--- src/inc/txk_pkg.sv ---
// Shared constants and types for the transmit keying and battery block.
// Assumes a 50 MHz pclk and an APB master with 32-bit data.
package txk_pkg;
  // Timing
  localparam int unsigned CLK_HZ = 50_000_000;
  localparam int unsigned BIT_RATE_MAX_BPS = 20_000;
  // Fastest bit period, in pclk cycles
  localparam logic [15:0] MIN_BIT_CYCLES = 16'(CLK_HZ / BIT_RATE_MAX_BPS);
  localparam logic [15:0] RATE_RESET = MIN_BIT_CYCLES;

  // Register byte addresses
  localparam logic [31:0] ADDR_CTRL = 32'h0000_0000;
  localparam logic [31:0] ADDR_RATE = 32'h0000_0004;
  localparam logic [31:0] ADDR_POWER = 32'h0000_0008;
  localparam logic [31:0] ADDR_DATA = 32'h0000_000C;
  localparam logic [31:0] ADDR_STATUS = 32'h0000_0010;
  localparam logic [31:0] ADDR_BATT = 32'h0000_0014;

  // Field positions
  localparam int CTRL_EN_BIT = 0;
  localparam int CTRL_FSK_BIT = 1;
  localparam int ST_CODE_LSB = 0;
  localparam int ST_EMPTY_BIT = 8;
  localparam int ST_FULL_BIT = 9;
  localparam int ST_BUSY_BIT = 10;
  localparam int BATT_LIVE_LSB = 8;

  // Power steps: 19.5 dB span in 0.25 dB steps
  localparam int PWR_W = 7;
  localparam logic [6:0] PWR_STEPS = 7'h4E;
  localparam logic [6:0] PWR_RESET = 7'h00;

  // Battery: fine LSB is 10 mV above 1.2 V; code 0 starts at 1.8 V
  localparam int BATT_FINE_W = 8;
  localparam int BATT_CODE_W = 3;
  localparam int BATT_CODES = 7;
  localparam logic [7:0] BATT_BASE = 8'h3C;
  localparam logic [7:0] BATT_STEP = 8'h0A;

  // Data path
  localparam int DATA_W = 8;
  localparam int FIFO_DEPTH = 16;
  localparam logic [2:0] BIT_LAST = 3'h7;

  typedef enum logic [1:0] {
    TX_IDLE = 2'b01,
    TX_SEND = 2'b10
  } txk_tx_t;

  typedef struct packed {
    logic [BATT_FINE_W-1:0] fine;
    logic [BATT_CODE_W-1:0] code;
  } txk_batt_t;

  typedef struct packed {
    logic pa_en;
    logic vco_shift;
    logic tx_bit;
  } txk_rf_t;
endpackage

--- src/core/txk_fifo.sv ---
// Synchronous FIFO with valid/ready on both sides.
// Assumes one clock; in_ready low means the writer must hold its word.
`timescale 1ns/100ps
module txk_fifo #(
  parameter int W = 8,
  parameter int D = 16
) (
  input wire logic pclk, // System clock
  input wire logic presetn, // Async reset, active low
  input wire logic in_valid, // Word offered
  output logic in_ready, // Space available
  input wire logic [W-1:0] in_data, // Word in
  output logic out_valid, // Word available
  input wire logic out_ready, // Consumer takes word
  output logic [W-1:0] out_data // Oldest word
);
  localparam int AW = $clog2(D);
  logic [W-1:0] mem [D];
  logic [AW-1:0] wr_ptr, rd_ptr, next_wr_ptr, next_rd_ptr;
  logic [AW:0] count, next_count;
  logic push, pop;

  assign in_ready = (count != (AW+1)'(D));
  assign out_valid = (count != '0);
  assign out_data = mem[rd_ptr];

  always_comb begin
    push = in_valid & in_ready;
    pop = out_valid & out_ready;
    next_wr_ptr = push ? wr_ptr + 1'b1 : wr_ptr;
    next_rd_ptr = pop ? rd_ptr + 1'b1 : rd_ptr;
    next_count = count + (AW+1)'(push) - (AW+1)'(pop);
  end

  always_ff @(posedge pclk or negedge presetn) begin
    if (!presetn) begin
      wr_ptr <= '0;
      rd_ptr <= '0;
      count <= '0;
    end else begin
      wr_ptr <= next_wr_ptr;
      rd_ptr <= next_rd_ptr;
      count <= next_count;
    end
  end

  // Storage has no reset; contents are only read when counted valid
  always_ff @(posedge pclk) begin
    if (push) begin
      mem[wr_ptr] <= in_data;
    end
  end
endmodule

--- src/core/txk_top.sv ---
// Transmit keying, output power step and loaded-battery capture.
// Assumes an APB master on pclk and an async battery reading bus.
//
// What this block does
// - The battery code is three bits, 000 for 1.8 V up by 0.1 V to 111.
// - The battery code is readable as a field of the status register.
// - The battery level is captured as the first bit of a frame goes out after idle, not for back-to-back frames.
// - The captured level is held for the next message, not the current.
// - An eight-bit finer battery reading is also readable.
// - In on-off keying the amplifier enable follows the sent bit.
// - In frequency shift keying the sent bit steers the oscillator.
// - The bit rate is programmable and reaches 20 kbps in both modes.
// - Output power is a step code covering 19.5 dB in 0.25 dB steps.
//
// The APB slave port and the address map were chosen for this implementation.
`timescale 1ns/100ps
module txk_top
  import txk_pkg::*;
(
  input wire logic pclk, // 50 MHz system clock
  input wire logic presetn, // Async reset, active low
  input wire logic psel, // APB select
  input wire logic penable, // APB access phase
  input wire logic pwrite, // APB write
  input wire logic [31:0] paddr, // APB byte address
  input wire logic [31:0] pwdata, // APB write data
  output logic [31:0] prdata, // APB read data
  output logic pready, // APB ready
  output logic pslverr, // APB error, unmapped address
  input wire logic [7:0] batt_adc, // Loaded supply reading, async
  output txk_rf_t rf, // Amplifier and oscillator keying
  output logic [PWR_W-1:0] power_code // Amplifier power step
);
  // Control and held state
  logic ctrl_en, next_ctrl_en;
  logic ctrl_fsk, next_ctrl_fsk;
  logic [15:0] rate, next_rate;
  logic [PWR_W-1:0] next_power_code;
  txk_batt_t batt_held, next_batt_held;

  // Battery reading synchroniser
  logic [7:0] batt_s1, batt_s2, batt_s3;
  logic [7:0] batt_now, next_batt_now;
  logic [BATT_CODES:1] above;
  logic [BATT_CODE_W-1:0] code_now;

  // Transmitter
  txk_tx_t state, next_state;
  logic [15:0] bit_cnt, next_bit_cnt;
  logic [DATA_W-1:0] shreg, next_shreg;
  logic [2:0] nbits, next_nbits;
  logic [15:0] period;
  txk_rf_t next_rf;
  logic capture;

  // APB
  logic acc, commit, stall, hit;
  logic next_pready, next_pslverr;
  logic [31:0] next_prdata, rd_word;

  // FIFO ports
  logic f_in_valid, f_in_ready;
  logic f_out_valid, f_out_ready;
  logic [DATA_W-1:0] f_out_data;

  // Words from software queue here so firmware can run ahead of the bits
  txk_fifo #(
    .W(DATA_W),
    .D(FIFO_DEPTH)
  ) u_fifo (
    .pclk(pclk),
    .presetn(presetn),
    .in_valid(f_in_valid),
    .in_ready(f_in_ready),
    .in_data(pwdata[DATA_W-1:0]),
    .out_valid(f_out_valid),
    .out_ready(f_out_ready),
    .out_data(f_out_data)
  );

  // Battery code thresholds, one comparator per code step
  for (genvar k = 1; k <= BATT_CODES; k++) begin : g_thr
    assign above[k] = (batt_now >= 8'(BATT_BASE + k * BATT_STEP));
  end

  // Thermometer count saturates at both ends by construction
  always_comb begin
    code_now = '0;
    for (int k = 1; k <= BATT_CODES; k++) begin
      code_now = code_now + BATT_CODE_W'(above[k]);
    end
  end

  // Sync: accept a new reading only once stages two and three agree
  always_comb begin
    next_batt_now = (batt_s2 == batt_s3) ? batt_s3 : batt_now;
  end

  always_ff @(posedge pclk or negedge presetn) begin
    if (!presetn) begin
      batt_s1 <= '0;
      batt_s2 <= '0;
      batt_s3 <= '0;
      batt_now <= '0;
    end else begin
      batt_s1 <= batt_adc;
      batt_s2 <= batt_s1;
      batt_s3 <= batt_s2;
      batt_now <= next_batt_now;
    end
  end

  // Register file and APB slave
  always_comb begin
    acc = psel & penable & ~pready;
    commit = psel & penable & pready;
    hit = (paddr == ADDR_CTRL) || (paddr == ADDR_RATE) ||
          (paddr == ADDR_POWER) || (paddr == ADDR_DATA) ||
          (paddr == ADDR_STATUS) || (paddr == ADDR_BATT);
    // A data write waits in the access phase while the FIFO is full
    stall = acc & pwrite & (paddr == ADDR_DATA) & ~f_in_ready;
    next_pready = acc & ~stall;
    next_pslverr = acc & ~stall & ~hit;
    f_in_valid = commit & pwrite & (paddr == ADDR_DATA);

    rd_word = '0;
    if (paddr == ADDR_CTRL) begin
      rd_word[CTRL_EN_BIT] = ctrl_en;
      rd_word[CTRL_FSK_BIT] = ctrl_fsk;
    end else if (paddr == ADDR_RATE) begin
      rd_word[15:0] = rate;
    end else if (paddr == ADDR_POWER) begin
      rd_word[PWR_W-1:0] = power_code;
    end else if (paddr == ADDR_STATUS) begin
      rd_word[ST_CODE_LSB +: BATT_CODE_W] = batt_held.code;
      rd_word[ST_EMPTY_BIT] = ~f_out_valid;
      rd_word[ST_FULL_BIT] = ~f_in_ready;
      rd_word[ST_BUSY_BIT] = (state == TX_SEND);
    end else if (paddr == ADDR_BATT) begin
      rd_word[BATT_FINE_W-1:0] = batt_held.fine;
      rd_word[BATT_LIVE_LSB +: BATT_FINE_W] = batt_now;
    end
    next_prdata = (acc & ~pwrite & ~stall) ? rd_word : prdata;

    next_ctrl_en = ctrl_en;
    next_ctrl_fsk = ctrl_fsk;
    next_rate = rate;
    next_power_code = power_code;
    if (commit & pwrite) begin
      if (paddr == ADDR_CTRL) begin
        next_ctrl_en = pwdata[CTRL_EN_BIT];
        next_ctrl_fsk = pwdata[CTRL_FSK_BIT];
      end else if (paddr == ADDR_RATE) begin
        next_rate = pwdata[15:0];
      end else if (paddr == ADDR_POWER) begin
        // Codes past the top step clamp to full power
        next_power_code = (pwdata[PWR_W-1:0] > PWR_STEPS) ?
                          PWR_STEPS : pwdata[PWR_W-1:0];
      end
    end
  end

  always_ff @(posedge pclk or negedge presetn) begin
    if (!presetn) begin
      pready <= 1'b0;
      pslverr <= 1'b0;
      prdata <= '0;
      ctrl_en <= 1'b0;
      ctrl_fsk <= 1'b0;
      rate <= RATE_RESET;
      power_code <= PWR_RESET;
    end else begin
      pready <= next_pready;
      pslverr <= next_pslverr;
      prdata <= next_prdata;
      ctrl_en <= next_ctrl_en;
      ctrl_fsk <= next_ctrl_fsk;
      rate <= next_rate;
      power_code <= next_power_code;
    end
  end

  // Bit timing; periods shorter than the 20 kbps limit are raised to it
  always_comb begin
    period = (rate < MIN_BIT_CYCLES) ? MIN_BIT_CYCLES : rate;
  end

  // Transmit sequencer: bytes go out MSB first, frames run while data waits
  always_comb begin
    next_state = state;
    next_bit_cnt = bit_cnt;
    next_shreg = shreg;
    next_nbits = nbits;
    f_out_ready = 1'b0;
    capture = 1'b0;
    case (state)
      TX_IDLE: begin
        if (ctrl_en && f_out_valid) begin
          f_out_ready = 1'b1;
          next_shreg = f_out_data;
          next_nbits = BIT_LAST;
          next_bit_cnt = period - 16'h0001;
          next_state = TX_SEND;
          capture = 1'b1;
        end
      end
      TX_SEND: begin
        if (bit_cnt != 16'h0000) begin
          next_bit_cnt = bit_cnt - 16'h0001;
        end else if (nbits != 3'h0) begin
          next_shreg = {shreg[DATA_W-2:0], 1'b0};
          next_nbits = nbits - 3'h1;
          next_bit_cnt = period - 16'h0001;
        end else if (ctrl_en && f_out_valid) begin
          f_out_ready = 1'b1;
          next_shreg = f_out_data;
          next_nbits = BIT_LAST;
          next_bit_cnt = period - 16'h0001;
        end else begin
          next_state = TX_IDLE;
        end
      end
      default: begin
        next_state = TX_IDLE;
      end
    endcase

    next_rf.tx_bit = (next_state == TX_SEND) & next_shreg[DATA_W-1];
    next_rf.pa_en = (next_state == TX_SEND) &
                    (ctrl_fsk | next_rf.tx_bit);
    next_rf.vco_shift = (next_state == TX_SEND) & ctrl_fsk &
                        next_rf.tx_bit;

    // Held until a frame starts from idle, for the next message's payload
    next_batt_held = batt_held;
    if (capture) begin
      next_batt_held.code = code_now;
      next_batt_held.fine = batt_now;
    end
  end

  always_ff @(posedge pclk or negedge presetn) begin
    if (!presetn) begin
      state <= TX_IDLE;
      bit_cnt <= '0;
      shreg <= '0;
      nbits <= '0;
      rf <= '0;
      batt_held <= '0;
    end else begin
      state <= next_state;
      bit_cnt <= next_bit_cnt;
      shreg <= next_shreg;
      nbits <= next_nbits;
      rf <= next_rf;
      batt_held <= next_batt_held;
    end
  end

  AST_CODE_LOW: assert property (@(posedge pclk) disable iff (!presetn)
    (batt_now < BATT_BASE) |-> (code_now == 3'h0))
    else $error("Battery code not zero below 1.8 V");

  AST_CODE_SAT: assert property (@(posedge pclk) disable iff (!presetn)
    (batt_now >= 8'h82) |-> (code_now == 3'h7))
    else $error("Battery code not saturated at top");

  AST_STATUS_CODE: assert property (@(posedge pclk) disable iff (!presetn)
    (acc && !pwrite && !stall && paddr == ADDR_STATUS) |=>
    (prdata[2:0] == $past(batt_held.code)))
    else $error("Status read lost the battery code");

  AST_CAPTURE: assert property (@(posedge pclk) disable iff (!presetn)
    (state == TX_IDLE && next_state == TX_SEND) |=>
    (batt_held.code == $past(code_now)) &&
    (batt_held.fine == $past(batt_now)))
    else $error("Battery not captured at first bit");

  AST_HOLD: assert property (@(posedge pclk) disable iff (!presetn)
    !capture |=> $stable(batt_held))
    else $error("Held battery value changed outside frame start");

  AST_FINE: assert property (@(posedge pclk) disable iff (!presetn)
    (acc && !pwrite && !stall && paddr == ADDR_BATT) |=>
    (prdata[7:0] == $past(batt_held.fine)))
    else $error("Fine battery read mismatch");

  AST_OOK: assert property (@(posedge pclk) disable iff (!presetn)
    ($past(next_state) == TX_SEND && !$past(ctrl_fsk)) |->
    (rf.pa_en == rf.tx_bit) && !rf.vco_shift)
    else $error("Amplifier enable does not follow bit");

  AST_FSK: assert property (@(posedge pclk) disable iff (!presetn)
    ($past(next_state) == TX_SEND && $past(ctrl_fsk)) |->
    rf.pa_en && (rf.vco_shift == rf.tx_bit))
    else $error("Oscillator shift does not follow bit");

  AST_BIT_HOLD: assert property (@(posedge pclk) disable iff (!presetn)
    (state == TX_SEND && bit_cnt != 16'h0000) |=>
    $stable(rf.tx_bit) && (bit_cnt == $past(bit_cnt) - 16'h0001))
    else $error("Bit changed before its period ended");

  AST_PERIOD: assert property (@(posedge pclk) disable iff (!presetn)
    (state == TX_IDLE && next_state == TX_SEND) |=>
    (bit_cnt >= MIN_BIT_CYCLES - 16'h0001))
    else $error("Bit period shorter than 20 kbps limit");

  AST_PWR: assert property (@(posedge pclk) disable iff (!presetn)
    (commit && pwrite && paddr == ADDR_POWER) |=>
    (power_code <= PWR_STEPS))
    else $error("Power code beyond top step");

  AST_APB_WAIT: assert property (@(posedge pclk) disable iff (!presetn)
    (acc && !stall) |=> pready ##1 !pready)
    else $error("APB answer not a one-cycle pulse");
endmodule

--- config.mk ---
export PLATFORM = sky130hd
export DESIGN_NAME = txk_top
export DESIGN_NICKNAME = d
export VERILOG_FILES = /design/src/inc/txk_pkg.sv /design/src/core/txk_fifo.sv /design/src/core/txk_top.sv
export SDC_FILE = /design/constraint.sdc
export NUM_CORES = 1
export LEC_CHECK = 0
export BUFFER_PORTS_ARGS = -buffer_cell sky130_fd_sc_hd__buf_2
export CAP_MARGIN = 20
export CORE_ASPECT_RATIO = 1.25
export CORE_UTILIZATION = 44
export CTS_CLUSTER_SIZE = 14
export DETAILED_ROUTE_END_ITERATION = 8
export GPL_ROUTABILITY_DRIVEN = 0
export PLACE_DENSITY_LB_ADDON = 0.08
export SYNTH_ARGS = -nofsm -noshare
export SYNTH_HDL_FRONTEND = slang
export SYNTH_SLANG_ARGS = --single-unit
--- constraint.sdc ---
create_clock -name pclk -period 4.08 [get_ports pclk]
set_input_delay 0.816 -clock pclk [delete_from_list [all_inputs] [get_ports pclk]]
set_output_delay 0.816 -clock pclk [all_outputs]
set_load 0.01 [all_outputs]
== Yosys cells after proc, flatten, opt, wreduce, memory -nomap -nowiden ==
Memory sizes are Yosys's and may differ from the RTL's.
Index checks and enable logic that the tools add are counted.

* Register bits after elaboration: 131
* RAM bits: 128
* Input port bits: 77
* Output and inout port bits: 44
* Word-level logic and storage cells: 136
* Memories: 1

* Add/sub/neg operators: 13
* Magnitude comparators: 9
* Equality and inequality tests: 11
* Multiplexer cells: 36
* Bitwise logic cells: 27
* Reductions and logical operators: 15

{| class="wikitable"
|+ Memories
! name !! words !! bits a word !! read ports !! clocked after memory_dff !! wr ports !! RTL line !! RTL
|-
| u_fifo.mem || 16 || 8 || 1 || 0 || 1 || txk_fifo.sv:18 || <nowiki>logic [W-1:0] mem [D];</nowiki>
|}

{| class="wikitable"
|+ Operators with widths
! operator !! count
|-
| $mux W16 || 6
|-
| $eq A32 B4 Y1 const B || 2
|-
| $eq A32 B5 Y1 const B || 2
|-
| $ge A8 B7 Y1 const B || 6
|-
| $eq A32 B3 Y1 const B || 1
|-
| $logic_not A32 Y1 || 1
|-
| $pmux W16 S2 || 1
|-
| $sub A16 B1 Y16 const B || 2
|-
| $mux W8 || 3
|-
| $and A1 B1 Y1 || 18
|-
| $lt A16 B12 Y1 const B || 1
|-
| $pmux W8 S2 || 1
|-
| $reduce_bool A16 Y1 || 1
|-
| $mux W3 || 5
|-
| $mux W14 || 1
|-
| $mux W7 || 2
|-
| $add A3 B1 Y3 || 4
|-
| $mux W2 || 5
|-
| $mux W5 || 2
|-
| $mux W9 || 1
|-
| $add A4 B1 Y4 const B || 2
|-
| $eq A8 B8 Y1 || 1
|-
| $ge A8 B8 Y1 const B || 1
|-
| $not A1 Y1 || 8
|-
| 23 further kinds || 34
|}

== Logic depth before layout (Yosys ltp) ==
* Depth in word-level cells: 10
* Gate-level depth with buffers: 17
* Mapped depth without buffers: 16

== Cells and area by module ==
From an unflattened synthesis, not the netlist that was laid out.

* Cells, all modules: 917
* Area, all modules: 11981.5 µm²

{| class="wikitable"
|+ Modules (own cells, without submodules)
! module !! times used !! cells an instance !! area an instance (µm²) !! sequential area each (µm²)
|-
| txk_top || 1 || 596 || 6232.2 || 2960.3
|-
| txk_fifo || 1 || 321 || 5749.3 || 4169.0
|}

== Least setup slack after synthesis ==
Ideal clock, no wire load.

* Kind: register to register
* From: register batt_now[5]
* To: register batt_held[1] (netlist bit)
* Setup time: 0.125 ns
* Data arrival time: 3.306 ns
* Data required time: 3.955 ns
* Setup slack: 0.649 ns
* Cell stages (with the launch flop): 10
* Path buffers: 0
* Clock period less this slack: 3.431 ns
* Path through: dfrtp_1 > or2_2 > a211o_1 > a21oi_1 > fa_1 > fa_1 > inv_1 > fa_1 > fa_1 > mux2_2

* Longest elaborated chain between the ends: 7
* Elaborated cells on any way between the ends: 13
* Those cells by class: 6 x add/sub; 7 x order compare

{| class="wikitable"
|+ RTL lines
! what !! RTL line !! RTL
|-
| from (decl) || txk_top.sv:43 || <nowiki>logic [7:0] batt_now, next_batt_now;</nowiki>
|-
| from (signal assigned) || txk_top.sv:109 || <nowiki>batt_now <= next_batt_now;</nowiki>
|-
| $ge A8 B7 Y1 || txk_top.sv:83 || <nowiki>assign above[k] = (batt_now >= 8'(BATT_BASE + k * BATT_STEP));</nowiki>
|-
| $add A1 B1 Y2 || txk_top.sv:90 || <nowiki>code_now = code_now + BATT_CODE_W'(above[k]);</nowiki>
|-
| $add A2 B1 Y3 || txk_top.sv:90 ||
|-
| $add A3 B1 Y3 (3 in series) || txk_top.sv:90 ||
|-
| $add A3 B1 Y3 * || txk_top.sv:90 ||
|-
| named net code_now[1] || txk_top.sv:45 || <nowiki>logic [BATT_CODE_W-1:0] code_now;</nowiki>
|-
| to (signal assigned) || txk_top.sv:256 || <nowiki>batt_held <= next_batt_held;</nowiki>
|-
| to (decl) || txk_top.sv:39 || <nowiki>txk_batt_t batt_held, next_batt_held;</nowiki>
|}

Mark *: on every way through the listed nets, which the timed path passes. The rest lies on a longest branch.
A chain may end at the register's enable or synchronous reset.

== Final worst setup path ==
* From: register batt_now[4]
* To: register batt_held[1] (netlist bit)

Same word-level chain as after synthesis.

==> impl_metrics.py <==
metrics = {
    "logic_synthesis": {
        "syn_inst": 918,
        "syn-cell-area_um2": 12200,
        "yosys_register_bits": 259,
        "seq_area_frac_synth_pct": 58.6,
        "dominantRegCellSynth": "edfxtp_1",
        "synth.distinct_cells": 79,
        "postSynthAreaPerCell_um2": 13.3,
        "synth-async-reset-ratio_pct": 50.6,
        "synth-edff-count": 128,
        "synth_warnings": 0,
    },
    "power_and_ir_drop": {
        "peakVddDrop_mv": 0.385,
        "p_clk_share_pct": 47.3,
        "switching_share_pct": 21.6,
        "p_per_area_nw_per_um2": 412,
        "combPwrFrac_pct": 4.1,
        "p_seq_share_pct": 48.6,
        "power_switching_mw": 1.26,
        "leakage_nw": 5.71,
        "internal_power_mw": 4.56,
    },
    "detailed_routing": {
        "wl_per_cell_um": 20.9,
        "final_antenna_net_count": 0,
        "routed_via_density": 5.69,
        "vias": 7932,
        "drt_iter0_drc": 428,
        "wl_mm": 29.1,
        "drtPass1Iterations": 4,
        "route.detailed.drc": 0,
    },
    "hold_path": {
        "hold_class": "in -> async",
    },
    "floorplanning": {
        "num_io_pins": 121,
        "core_area_um2": 27000,
        "die_h_um": 188,
        "start_util_pct": 45.1,
        "fp.dieW_um": 151,
        "rows": 67,
        "die-area_um2": 28300,
    },
    "timing": {
        "maxSlewHeadroom_pct": 38.6,
        "finalMaxSlewViolations": 0,
        "finalCriticalPeriod_ns": 3.61,
        "finalSetupViolCount": 0,
        "finalCritPeriodShare_pct": 88.6,
        "finClkSkew_ns": 0.0245,
        "worstMarginPinSlew_ns": 0.918,
        "fmax_mhz": 277,
        "grt_setup_unrepaired": "false",
        "finalHoldViolations": 0,
        "final.setup.tns_ns": 0,
    },
    "worst_setup_path": {
        "worstSetupPathType": "reg -> reg",
        "cp_data_required_time_ns": 4.52,
        "cp-end-kind": "flip-flop",
        "rrSetupSlack_ns": 0.47,
        "worstPathArrival_ns": 4.06,
        "cp_max_fo": 8,
        "start_kind": "flip-flop",
    },
    "clock_tree": {
        "clock_path_buffers": 3,
        "holdBufCountCts": 0,
        "post_cts_buffers": 0,
        "clock_latency_ns": 0.55,
        "numCtsBuffers": 28,
        "cts_tree": "yes",
        "ctsRootBufferMaster": "clkbuf_16",
        "clk_pin_slew_ns": 0.06,
        "cts.repair.resized": 0,
        "clock_sinks": 259,
        "htreeDepth": 1,
    },
    "placed_design": {
        "hpwl_mm": 20.3,
        "dp.cells": 1341,
        "placed_area_um2": 13100,
        "port_buffers": 88,
    },
    "cells_and_area": {
        "diodes": 0,
        "layout.nets": 1125,
        "stdcell_area_um2": 14100,
        "drive_gt1_share_pct": 27.3,
        "area_delta_synth_final_pct": 16.0,
        "utilization_pct": 52.3,
        "instances_no_fill": 1393,
    },
    "global_route": {
        "grt_overflow": 0,
        "grt_pass1_wl_mm": 46.1,
        "antenna_found_initial": 0,
        "grt_max_degree": 68,
        "grt_pass1_vias": 8016,
        "track_usage_pct": 21.3,
    },
    "run_status": {
        "run_status": "finished, final reports clean",
    },
    "job": {
        "maxCapViolations": 0,
    },
}
==> worst paths after layout <==
check                           cells after the start      endpoint         from
worst max-delay path                                9  batt_held[1]  batt_now[4]
worst min-delay path                                1    bit_cnt[8]      presetn
worst max register to register                      9  batt_held[1]  batt_now[4]
worst min register to register                      0    batt_s2[1]   batt_s1[1]
max in group asynchronous                           2      rate[11]      presetn
min in group pclk                                   0    batt_s2[1]   batt_s1[1]
==> cell usage in the layout, fill, tap and decap left out, types with 13 or more instances in the layout <==
| master | count |
|---|---|
| o31ai_1 | 13 |
| xnor2_1 | 19 |
| buf_2 | 87 |
| nor3_1 | 30 |
| nor4_1 | 18 |
| nor2_1 | 55 |
| buf_4 | 38 |
| a31oi_1 | 14 |
| o21ai_0 | 34 |
| a21oi_1 | 32 |
| mux4_2 | 37 |
| inv_1 | 35 |
| dfrtp_1 | 124 |
| nand2_1 | 36 |
| mux2_2 | 41 |
| ha_1 | 17 |
| clkbuf_16 | 29 |
| edfxtp_1 | 128 |
| conb_1 | 16 |
==> routing by layer <==
layer  vias up  part of all wire [%]  track usage (%)
met5         -                     0                0
met4         0                   2.8             6.65
met3        52                   3.8             2.43
met2       183                    52             36.8
met1      3981                    41             27.7
li1       3716                     -                -
==> critical path, stage by stage, from the launching register on <==
cell and delay (ns):
dfrtp_1 0.47, or2_2 0.34, a211o_1 0.27, a21oi_1 0.21
fa_1 0.46, fa_1 0.56, inv_1 0.06, fa_1 0.43
fa_1 0.44, mux2_2 0.26
==> cells in the mapped netlist, types with 6 or more instances <==
cell type	count	area share [%]
nand2b_1	8	0.41
nor3_1	30	1.2
nor2_1	55	1.7
buf_4	17	1.0
mux4_2	37	6.8
o22ai_1	11	0.57
or4_1	6	0.37
edfxtp_1	128	32
nand2_1	36	1.1
nor2b_1	10	0.51
mux2_2	41	3.8
or3_1	6	0.31
mux2i_1	10	0.82
xnor2_1	19	1.4
a31oi_1	14	0.72
dfstp_2	6	1.3
o21ai_0	34	1.4
nand3_1	9	0.37
a21oi_1	32	1.3
and2_1	9	0.46
ha_1	17	1.7
dfrtp_1	125	26
xor2_1	6	0.43
mux2_4	10	1.2
a221oi_1	11	0.79
inv_1	35	1.1
a221o_1	6	0.49
nor4_1	19	0.98
o31ai_1	13	0.80
clkbuf_1	39	1.2
nand4_1	11	0.57
==> metrics by stage <==
step                      power [mW]  setup slack [ns]  hold slack (ns)
after floorplan                 2.99             0.649            0.331
after global placement          3.11             0.521            0.334
after detailed placement        3.12             0.503            0.335
after CTS                       5.88             0.462            0.295
after global routing            6.01             0.289            0.300
final                           5.81             0.467            0.252
==> final cells by class <==
class / count / area (um^2)
Clock buffer: 33 / 774
Clock inverter: 19 / 244
Fill cell: 2341 / 12900
Inverter: 36 / 135
Multi-Input combinational cell: 574 / 4650
Sequential cell: 259 / 7130
Tap cell: 345 / 432
Timing Repair Buffer: 127 / 752
==> power groups by stage <==
stage	clock network [mW]	logic, mW	registers (mW)
after floorplan	0	0.127	2.86
after global routing	2.91	0.272	2.83
after detailed placement	0	0.240	2.88
after CTS	2.82	0.243	2.83
after global placement	0	0.237	2.88
final	2.75	0.238	2.82
==> cells by family after synthesis <==
kind of cell             after synthesis  synth area share, %
AO/OA/AOI/OAI                        179                 10.1
XOR/XNOR                              25                 1.80
adder cells (fa/ha/maj)               22                 2.57
buffers and inverters                100                 3.77
flip-flops                           259                 58.6
multiplexers                          98                 12.7
other                                  1               0.0308
AND/OR/NAND/NOR                      234                 10.5
==> registers in the layout (all words and copies together) (netlist names), 11 cells and up <==
| signal | flops |
|---|---|
| u_fifo.mem | 128 |
| bit_cnt | 16 |
| prdata | 16 |
| rate | 16 |
| batt_held | 11 |
Power figures use the tool's default switching activity.
